===== src/hdl/mqt_pkg.sv =====
// Constants, offsets and carrier types of the queue transport register bank.
// Assumes a single clock domain and a 32-bit register data path.
package mqt_pkg;
	localparam int ADDR_W = 12;
	localparam int DATA_W = 32;
	localparam int NUM_QUEUES = 4;
	localparam int QIDX_W = 2;
	localparam int FEATURE_WORDS = 2;
	localparam int FSEL_W = 1;
	localparam int CAUSE_W = 2;
	localparam int CAUSE_USED_BIT = 0;
	localparam int CAUSE_CONFIG_BIT = 1;

	localparam logic [ADDR_W-1:0] OFS_SIGNATURE = 12'h000;
	localparam logic [ADDR_W-1:0] OFS_VERSION = 12'h004;
	localparam logic [ADDR_W-1:0] OFS_DEVICE_TYPE = 12'h008;
	localparam logic [ADDR_W-1:0] OFS_VENDOR = 12'h00C;
	localparam logic [ADDR_W-1:0] OFS_OFFERED = 12'h010;
	localparam logic [ADDR_W-1:0] OFS_OFFERED_SEL = 12'h014;
	localparam logic [ADDR_W-1:0] OFS_ACCEPTED = 12'h020;
	localparam logic [ADDR_W-1:0] OFS_ACCEPTED_SEL = 12'h024;
	localparam logic [ADDR_W-1:0] OFS_PAGE_SIZE = 12'h028;
	localparam logic [ADDR_W-1:0] OFS_QUEUE_SEL = 12'h030;
	localparam logic [ADDR_W-1:0] OFS_QUEUE_LIMIT = 12'h034;
	localparam logic [ADDR_W-1:0] OFS_QUEUE_SIZE = 12'h038;
	localparam logic [ADDR_W-1:0] OFS_ALIGN = 12'h03C;
	localparam logic [ADDR_W-1:0] OFS_PAGE_NUMBER = 12'h040;
	localparam logic [ADDR_W-1:0] OFS_DOORBELL = 12'h050;
	localparam logic [ADDR_W-1:0] OFS_IRQ_CAUSE = 12'h060;
	localparam logic [ADDR_W-1:0] OFS_IRQ_ACK = 12'h064;
	localparam logic [ADDR_W-1:0] OFS_STATUS = 12'h070;

	localparam logic [DATA_W-1:0] VERSION_LEGACY = 32'h0000_0001;
	localparam logic [DATA_W-1:0] QUEUE_SIZE_MAX = 32'h0000_0100;
	localparam logic [DATA_W-1:0] WORD_ZERO = 32'h0000_0000;
	localparam logic [DATA_W-1:0] STATUS_RESET = 32'h0000_0000;
	localparam logic [DATA_W-1:0] PAGE_SIZE_RESET = 32'h0000_0000;
	localparam logic [DATA_W-1:0] SEL_RESET = 32'h0000_0000;
	localparam logic [CAUSE_W-1:0] CAUSE_NONE = 2'h0;

	typedef struct packed {
		logic wr_en;
		logic rd_en;
		logic [ADDR_W-1:0] addr;
		logic [DATA_W-1:0] wdata;
	} mqt_req_type;

	typedef struct packed {
		logic [DATA_W-1:0] size;
		logic [DATA_W-1:0] align;
		logic active;
	} mqt_qcfg_type;
endpackage


===== src/hdl/mqt_page_addr.sv =====
// Registered product of a queue page number and the guest page size.
// Assumes operands come from logic on the same clock.
`timescale 1ns/1ps
module mqt_page_addr import mqt_pkg::*; (
	input wire logic i_mclk,
	input wire logic i_rst_b,
	input wire logic [DATA_W-1:0] i_page_number,
	input wire logic [DATA_W-1:0] i_page_size,
	output logic [2*DATA_W-1:0] o_base_addr
);
	logic [2*DATA_W-1:0] base_addr_r;

	always_ff @(posedge i_mclk) begin
		if (!i_rst_b) begin
			base_addr_r <= '0;
		end else begin
			base_addr_r <= (2*DATA_W)'(i_page_number) * (2*DATA_W)'(i_page_size);
		end
	end

	assign o_base_addr = base_addr_r;
endmodule


===== src/hdl/mqt_regs.sv =====
// Register bank of a page-addressed paravirtual queue transport.
// Assumes a same-clock register port and same-clock event pulses from the queue engine.
`timescale 1ns/1ps
module mqt_regs import mqt_pkg::*; #(
	// Identity values below are arbitrary.
	parameter logic [DATA_W-1:0] SIGNATURE = 32'h5A5A_0001,
	parameter logic [DATA_W-1:0] DEVICE_TYPE = 32'h0000_0001,
	parameter logic [DATA_W-1:0] VENDOR = 32'h0000_ABCD,
	parameter logic [FEATURE_WORDS*DATA_W-1:0] OFFERED_FEATURES = 64'h0000_0000_0000_0003
) (
	input wire logic i_mclk,
	input wire logic i_rst_b,
	input wire mqt_req_type i_req,
	input wire logic i_used_ring_event,
	input wire logic i_config_event,
	input wire logic [QIDX_W-1:0] i_lookup_idx,
	output logic [DATA_W-1:0] o_rdata,
	output logic o_rvalid,
	output logic o_irq,
	output logic o_doorbell_valid,
	output logic [QIDX_W-1:0] o_doorbell_index,
	output logic o_device_reset,
	output logic [DATA_W-1:0] o_device_status,
	output logic [DATA_W-1:0] o_page_size,
	output logic [FEATURE_WORDS*DATA_W-1:0] o_accepted_features,
	output mqt_qcfg_type o_lookup_cfg,
	output logic [2*DATA_W-1:0] o_lookup_base_addr
);
	function automatic logic hit(input mqt_req_type req, input logic [ADDR_W-1:0] ofs);
		return req.wr_en && (req.addr == ofs);
	endfunction
	function automatic logic queue_exists(input logic [DATA_W-1:0] idx);
		return idx < DATA_W'(NUM_QUEUES);
	endfunction
	function automatic logic is_pow2(input logic [DATA_W-1:0] v);
		return (v != WORD_ZERO) && ((v & (v - 32'h0000_0001)) == WORD_ZERO);
	endfunction
	function automatic logic is_readable(input logic [ADDR_W-1:0] a);
		return a == OFS_SIGNATURE || a == OFS_VERSION || a == OFS_DEVICE_TYPE || a == OFS_VENDOR ||
			a == OFS_OFFERED || a == OFS_QUEUE_LIMIT || a == OFS_PAGE_NUMBER || a == OFS_IRQ_CAUSE ||
			a == OFS_STATUS;
	endfunction
	logic [DATA_W-1:0] queue_sel_r, offered_sel_r, accepted_sel_r, page_size_r, status_r;
	logic [DATA_W-1:0] pfn_r [NUM_QUEUES];
	logic [DATA_W-1:0] size_r [NUM_QUEUES];
	logic [DATA_W-1:0] align_r [NUM_QUEUES];
	logic [CAUSE_W-1:0] cause_r, cause_nxt;
	logic [FEATURE_WORDS*DATA_W-1:0] accepted_r;
	logic [DATA_W-1:0] rdata_r, rdata_nxt;
	logic rvalid_r, irq_r, doorbell_valid_r, device_reset_r;
	logic [QIDX_W-1:0] doorbell_index_r;
	mqt_qcfg_type lookup_cfg_r;
	logic sel_ok, dev_reset_wr;
	logic [QIDX_W-1:0] sel_idx;
	logic [DATA_W-1:0] lookup_pfn;
	assign sel_ok = queue_exists(queue_sel_r);
	assign sel_idx = queue_sel_r[QIDX_W-1:0];
	assign dev_reset_wr = hit(i_req, OFS_STATUS) && (i_req.wdata == WORD_ZERO);
	assign lookup_pfn = pfn_r[i_lookup_idx];

	always_ff @(posedge i_mclk) begin
		if (!i_rst_b) begin
			queue_sel_r <= SEL_RESET;
			offered_sel_r <= SEL_RESET;
			accepted_sel_r <= SEL_RESET;
			page_size_r <= PAGE_SIZE_RESET;
			status_r <= STATUS_RESET;
		end else begin
			if (hit(i_req, OFS_QUEUE_SEL)) begin
				queue_sel_r <= i_req.wdata;
			end
			if (hit(i_req, OFS_OFFERED_SEL)) begin
				offered_sel_r <= i_req.wdata;
			end
			if (hit(i_req, OFS_ACCEPTED_SEL)) begin
				accepted_sel_r <= i_req.wdata;
			end
			if (hit(i_req, OFS_PAGE_SIZE)) begin
				page_size_r <= i_req.wdata;
			end
			if (hit(i_req, OFS_STATUS)) begin
				status_r <= i_req.wdata;
			end
		end
	end

	always_ff @(posedge i_mclk) begin
		if (!i_rst_b) begin
			accepted_r <= '0;
		end else if (hit(i_req, OFS_ACCEPTED) && accepted_sel_r < DATA_W'(FEATURE_WORDS)) begin
			accepted_r[DATA_W*int'(accepted_sel_r[FSEL_W-1:0]) +: DATA_W] <= i_req.wdata;
		end
	end

	// Per-queue state; writes to an absent queue are dropped.
	always_ff @(posedge i_mclk) begin
		if (!i_rst_b) begin
			for (int i = 0; i < NUM_QUEUES; i++) begin
				pfn_r[i] <= WORD_ZERO;
				size_r[i] <= WORD_ZERO;
				align_r[i] <= WORD_ZERO;
			end
		end else begin
			if (hit(i_req, OFS_QUEUE_SIZE) && sel_ok) begin
				size_r[sel_idx] <= i_req.wdata;
			end
			if (hit(i_req, OFS_ALIGN) && sel_ok && is_pow2(i_req.wdata)) begin
				align_r[sel_idx] <= i_req.wdata;
			end
			if (dev_reset_wr) begin
				for (int i = 0; i < NUM_QUEUES; i++) begin
					pfn_r[i] <= WORD_ZERO;
				end
			end else if (hit(i_req, OFS_PAGE_NUMBER) && sel_ok) begin
				pfn_r[sel_idx] <= i_req.wdata;
			end
		end
	end

	always_comb begin
		cause_nxt = cause_r;
		if (hit(i_req, OFS_IRQ_ACK)) begin
			cause_nxt = cause_nxt & ~i_req.wdata[CAUSE_W-1:0];
		end
		if (dev_reset_wr) begin
			cause_nxt = CAUSE_NONE;
		end
		if (i_used_ring_event) begin
			cause_nxt[CAUSE_USED_BIT] = 1'b1;
		end
		if (i_config_event) begin
			cause_nxt[CAUSE_CONFIG_BIT] = 1'b1;
		end
	end

	always_ff @(posedge i_mclk) begin
		if (!i_rst_b) begin
			cause_r <= CAUSE_NONE;
			irq_r <= 1'b0;
		end else begin
			cause_r <= cause_nxt;
			irq_r <= |cause_nxt;
		end
	end

	always_comb begin
		case (i_req.addr)
			OFS_SIGNATURE: rdata_nxt = SIGNATURE;
			OFS_VERSION: rdata_nxt = VERSION_LEGACY;
			OFS_DEVICE_TYPE: rdata_nxt = DEVICE_TYPE;
			OFS_VENDOR: rdata_nxt = VENDOR;
			OFS_OFFERED: rdata_nxt = (offered_sel_r < DATA_W'(FEATURE_WORDS)) ?
				OFFERED_FEATURES[DATA_W*int'(offered_sel_r[FSEL_W-1:0]) +: DATA_W] : WORD_ZERO;
			OFS_QUEUE_LIMIT: rdata_nxt = sel_ok ? QUEUE_SIZE_MAX : WORD_ZERO;
			OFS_PAGE_NUMBER: rdata_nxt = sel_ok ? pfn_r[sel_idx] : WORD_ZERO;
			OFS_IRQ_CAUSE: rdata_nxt = {{(DATA_W-CAUSE_W){1'b0}}, cause_r};
			OFS_STATUS: rdata_nxt = status_r;
			default: rdata_nxt = WORD_ZERO;
		endcase
	end

	always_ff @(posedge i_mclk) begin
		if (!i_rst_b) begin
			rdata_r <= WORD_ZERO;
			rvalid_r <= 1'b0;
		end else begin
			rvalid_r <= i_req.rd_en;
			rdata_r <= i_req.rd_en ? rdata_nxt : WORD_ZERO;
		end
	end

	always_ff @(posedge i_mclk) begin
		if (!i_rst_b) begin
			doorbell_valid_r <= 1'b0;
			doorbell_index_r <= '0;
			device_reset_r <= 1'b0;
		end else begin
			doorbell_valid_r <= hit(i_req, OFS_DOORBELL) && queue_exists(i_req.wdata);
			if (hit(i_req, OFS_DOORBELL) && queue_exists(i_req.wdata)) begin
				doorbell_index_r <= i_req.wdata[QIDX_W-1:0];
			end
			device_reset_r <= dev_reset_wr;
		end
	end

	always_ff @(posedge i_mclk) begin
		if (!i_rst_b) begin
			lookup_cfg_r <= '0;
		end else begin
			lookup_cfg_r <= '{size: size_r[i_lookup_idx], align: align_r[i_lookup_idx], active: lookup_pfn != WORD_ZERO};
		end
	end

	mqt_page_addr mqt_page_addr_inst (
		.i_mclk(i_mclk),
		.i_rst_b(i_rst_b),
		.i_page_number(lookup_pfn),
		.i_page_size(page_size_r),
		.o_base_addr(o_lookup_base_addr)
	);

	assign o_rdata = rdata_r;
	assign o_rvalid = rvalid_r;
	assign o_irq = irq_r;
	assign o_doorbell_valid = doorbell_valid_r;
	assign o_doorbell_index = doorbell_index_r;
	assign o_device_reset = device_reset_r;
	assign o_device_status = status_r;
	assign o_page_size = page_size_r;
	assign o_accepted_features = accepted_r;
	assign o_lookup_cfg = lookup_cfg_r;
endmodule


===== config.mk =====
export PLATFORM = sky130hd
export DESIGN_NAME = mqt_regs
export DESIGN_NICKNAME = d
export VERILOG_FILES = /design/src/hdl/mqt_pkg.sv /design/src/hdl/mqt_page_addr.sv /design/src/hdl/mqt_regs.sv
export SDC_FILE = /design/constraint.sdc
export NUM_CORES = 2
export LEC_CHECK = 0
export ABC_AREA = 1
export ABC_CLOCK_PERIOD_IN_PS = 7590
export BUFFER_PORTS_ARGS = -buffer_cell sky130_fd_sc_hd__clkbuf_2
export CORE_MARGIN = 1
export CORE_UTILIZATION = 57
export CTS_CLUSTER_SIZE = 20
export DETAILED_ROUTE_END_ITERATION = 7
export PLACE_DENSITY = 0.89
export SLEW_MARGIN = 20
export SYNTH_ARGS = -nofsm -noshare
export SYNTH_HDL_FRONTEND = slang
export SYNTH_HIERARCHICAL = 1
export SYNTH_SLANG_ARGS = --single-unit
export TNS_END_PERCENT = 1

===== constraint.sdc =====
create_clock -name i_mclk -period 7.59 [get_ports i_mclk]
set_input_delay 0.3795 -clock i_mclk [delete_from_list [all_inputs] [get_ports i_mclk]]
set_output_delay 0.3795 -clock i_mclk [all_outputs]
set_load 0.01 [all_outputs]

==> reports/metrics.cfg <==
[setup_path]
worstSetupStartpointType = register
crit_type = register to register
cpPeakStageDelay_ps = 560
crit_top_cell = fa_1
path_delay_family = adder cells
worstPathRequired_ps = 8130
cp_slowest_cell = fa_1
arrival_ps = 8050
cp-end-kind = register
crit_buf_inv = 9
cp_max_fo = 11

[hold_path]
hp-class = input port to register

[timing]
relSlewSlack_pct = 17.8
hold_violations = 0
fin_crit_sh_pct = 99.0
timing.hold.ws_ps = 21.0
rsz0062_at_grt = true
min_period_ps = 7510
setup_viol = 0
finalSetupTns_ps = 0
finalMaxSlewViolations = 0
max_freq_ghz = 0.133
final.setup_skew_ps = 45.9
tightest_slew_ps = 1230

[floorplan]
die_y_um = 348
fp.dieArea_um2 = 121000
rows = 126
coreArea_um2 = 118000
boundaryPins = 347
die-width_um = 348
initial_utilization_pct = 57.6

[grt]
grt_pass1_vias = 61300
grtUsageTotal_pct = 37.7
antenna_found_initial = 9
grt_max_degree = 184
grt_pass1_wl_um = 349000
gr-total-overflow = 0

[synthesis]
synthFlopType = dfxtp_1
synth_edf_count = 384
synthArstFlopShare_pct = 0
synth_cell_types = 45
synth_top_area_cell = fa_1
yosysTopAreaCellShare_pct = 26.3
yosysWarnings = 6
syn_nets = 9717
syn_inst = 8506
syn-cell-area_um2 = 68200
yosys-top-cells-area = fa_1 26%, edfxtp_1 17%, dfxtp_1 12%, inv_1 11%, nand2_1 11%
synth_seq_cells = 779
seq_area_frac_synth_pct = 28.5
avgSynthCellArea_um2 = 8.02

[run]
maxCapViolations = 0

[layout]
layout.nets = 10100
stdcell_count = 10500
final_cell_mix = 1992 x inv_1, 1963 x nand2_1, 884 x fa_1, 802 x nor2_1, 395 x a21oi_1
drive_above_1_share_pct = 13.6
mostFrequentLayoutCell = inv_1
syn_to_final_growth_pct = 12.4

[power_and_ir_drop]
powerDensity_nw_per_um2 = 122
peakVddDrop_v = 0.000238
seqPwrFrac_pct = 48.4
cell_internal_pwr_uw = 6890
p_clk_share_pct = 42.2
combPwrFrac_pct = 9.3
p_leak_uw = 0.0414
switching_share_pct = 26.3
power_switching_uw = 2460

[place]
place_inst = 10400
dpl.hpwl_um = 167000
globalplace.congestion = 1.02
io_buffers = 346

[clock_tree]
clk_latency_ps = 670
clk_pin_slew_ps = 70
cts-root-buf = clkbuf_16
numClockSinks = 779
h-tree-depth = 3
cts_tree = done
cts_buffers = 76
clock_path_buffers = 3

[route]
viasPerCell = 5.66
dr.first_iter.drc_count = 8411
drc = 0
postRouteAntennaNets = 0
vias = 59600
drt_wl_total_um = 227000
first_pass_iters = 7
routedWlPerCell_um = 21.5

[status]
status = complete, no violations

## worst min-delay path, delay by kind of cell
| kind | cells | cell delay (ps) |
|---|---|---|
| AOI/OAI and AO/OA | 1 | 60 |
| and+or+nand+nor | 1 | 90 |
| buffers and inverters | 1 | 120 |
## stage by stage
stage / instance area (µm²) / power, µW / utilization [%] / setup WS, ps
3_5_place_dp: 73600 / 5420 / 62.2 / -168
5_1_grt: 76600 / 9500 / 64.7 / -66.0
2_1_floorplan: 68200 / 4980 / - / 130
6_report: 76700 / 9340 / 64.7 / 76.7
3_3_place_gp: 73600 / 5400 / 62.2 / -63.5
4_1_cts: 76200 / 9270 / 64.4 / 112
## cells in the mapped netlist, types with 110 or more instances
cell      count
a21oi_1     406
fa_1        896
nor2_2      124
nand2_1    1988
ha_1        263
edfxtp_1    384
dfxtp_1     395
inv_1      2002
clkbuf_1    392
nand3_1     110
o21ai_0     369
nor2_1      818
## power by group through the flow
stage	sequential, µW	clock (µW)	combinational, µW
floorplan	4620	0	360
global placement	4610	0	794
detailed placement	4610	0	812
CTS	4520	3930	822
global route	4530	4080	890
finish	4520	3950	872
## logic make-up (layout without fill, tap and decap cells)
| logic type | Yosys count | count (layout) | share of synthesized area [%] |
|---|---|---|---|
| AO/OA/AOI/OAI | 882 | 882 | 6.74 |
| XOR/XNOR | 5 | 5 | 0.0642 |
| adder cells (fa/ha/maj) | 1159 | 1159 | 31.1 |
| buffers and inverters | 2488 | 2924 | 13.9 |
| flip-flops | 779 | 779 | 28.5 |
| other | 0 | 4 | 0 |
| AND/OR/NAND/NOR | 3193 | 3193 | 19.7 |
## timing repair
item / in CTS / in global routing
hold endpoints to repair: 3 / 0
hold buffers: 3 / 0
gates resized for setup: 0 / 99
setup endpoints to repair: 0 / 47
setup buffers: 0 / 7
## final cells by class
| type | count | area (µm²) |
|---|---|---|
| Multi-Input combinational cell | 5239 | 39700 |
| Fill cell | 9027 | 41700 |
| Inverter | 2041 | 7680 |
| Sequential cell | 779 | 19400 |
| Antenna cell | 4 | 10.0 |
| Clock inverter | 33 | 418 |
| Tap cell | 1600 | 2000 |
| Clock buffer | 106 | 2150 |
| Timing Repair Buffer | 744 | 5230 |
## routing by layer
layer  share of wire, %  GRT usage (%)  vias to the layer above
met3                 14           9.87                     1018
li1                   -              -                    25900
met5              0.026              0                        -
met1                 36           49.2                    28300
met2                 44           58.3                     4474
met4                6.1           18.8                        8
## state kept, by name, indices dropped and copies added (netlist names), named ones only
name	cells
align_r	128
pfn_r	128
size_r	128
o_lookup_cfg	65
mqt_page_addr_inst/o_base_addr	64
o_accepted_features	64
accepted_sel_r	32
o_device_status	32
o_page_size	32
o_rdata	32
offered_sel_r	32
queue_sel_r	32
cause_r	2
o_doorbell_index	2
o_device_reset	1
o_doorbell_valid	1
o_irq	1
o_rvalid	1
## path summary, 6_finish.rpt
check                                   startpoint                                       endpoint  slack (ps)  depth (start not counted)
setup / recovery        pfn_r[1][17]$_SDFFCE_PN0P_  mqt_page_addr_inst/o_base_addr[25]$_SDFF_PN0_          80                         29
hold / removal                           i_req[45]                o_device_status[0]$_SDFFE_PN0P_          20                          3
setup reg to reg        pfn_r[1][17]$_SDFFCE_PN0P_  mqt_page_addr_inst/o_base_addr[25]$_SDFF_PN0_          80                         29
hold reg to reg   o_device_status[13]$_SDFFE_PN0P_               o_device_status[13]$_SDFFE_PN0P_         490                          2
Power figures use the tool's default switching activity.
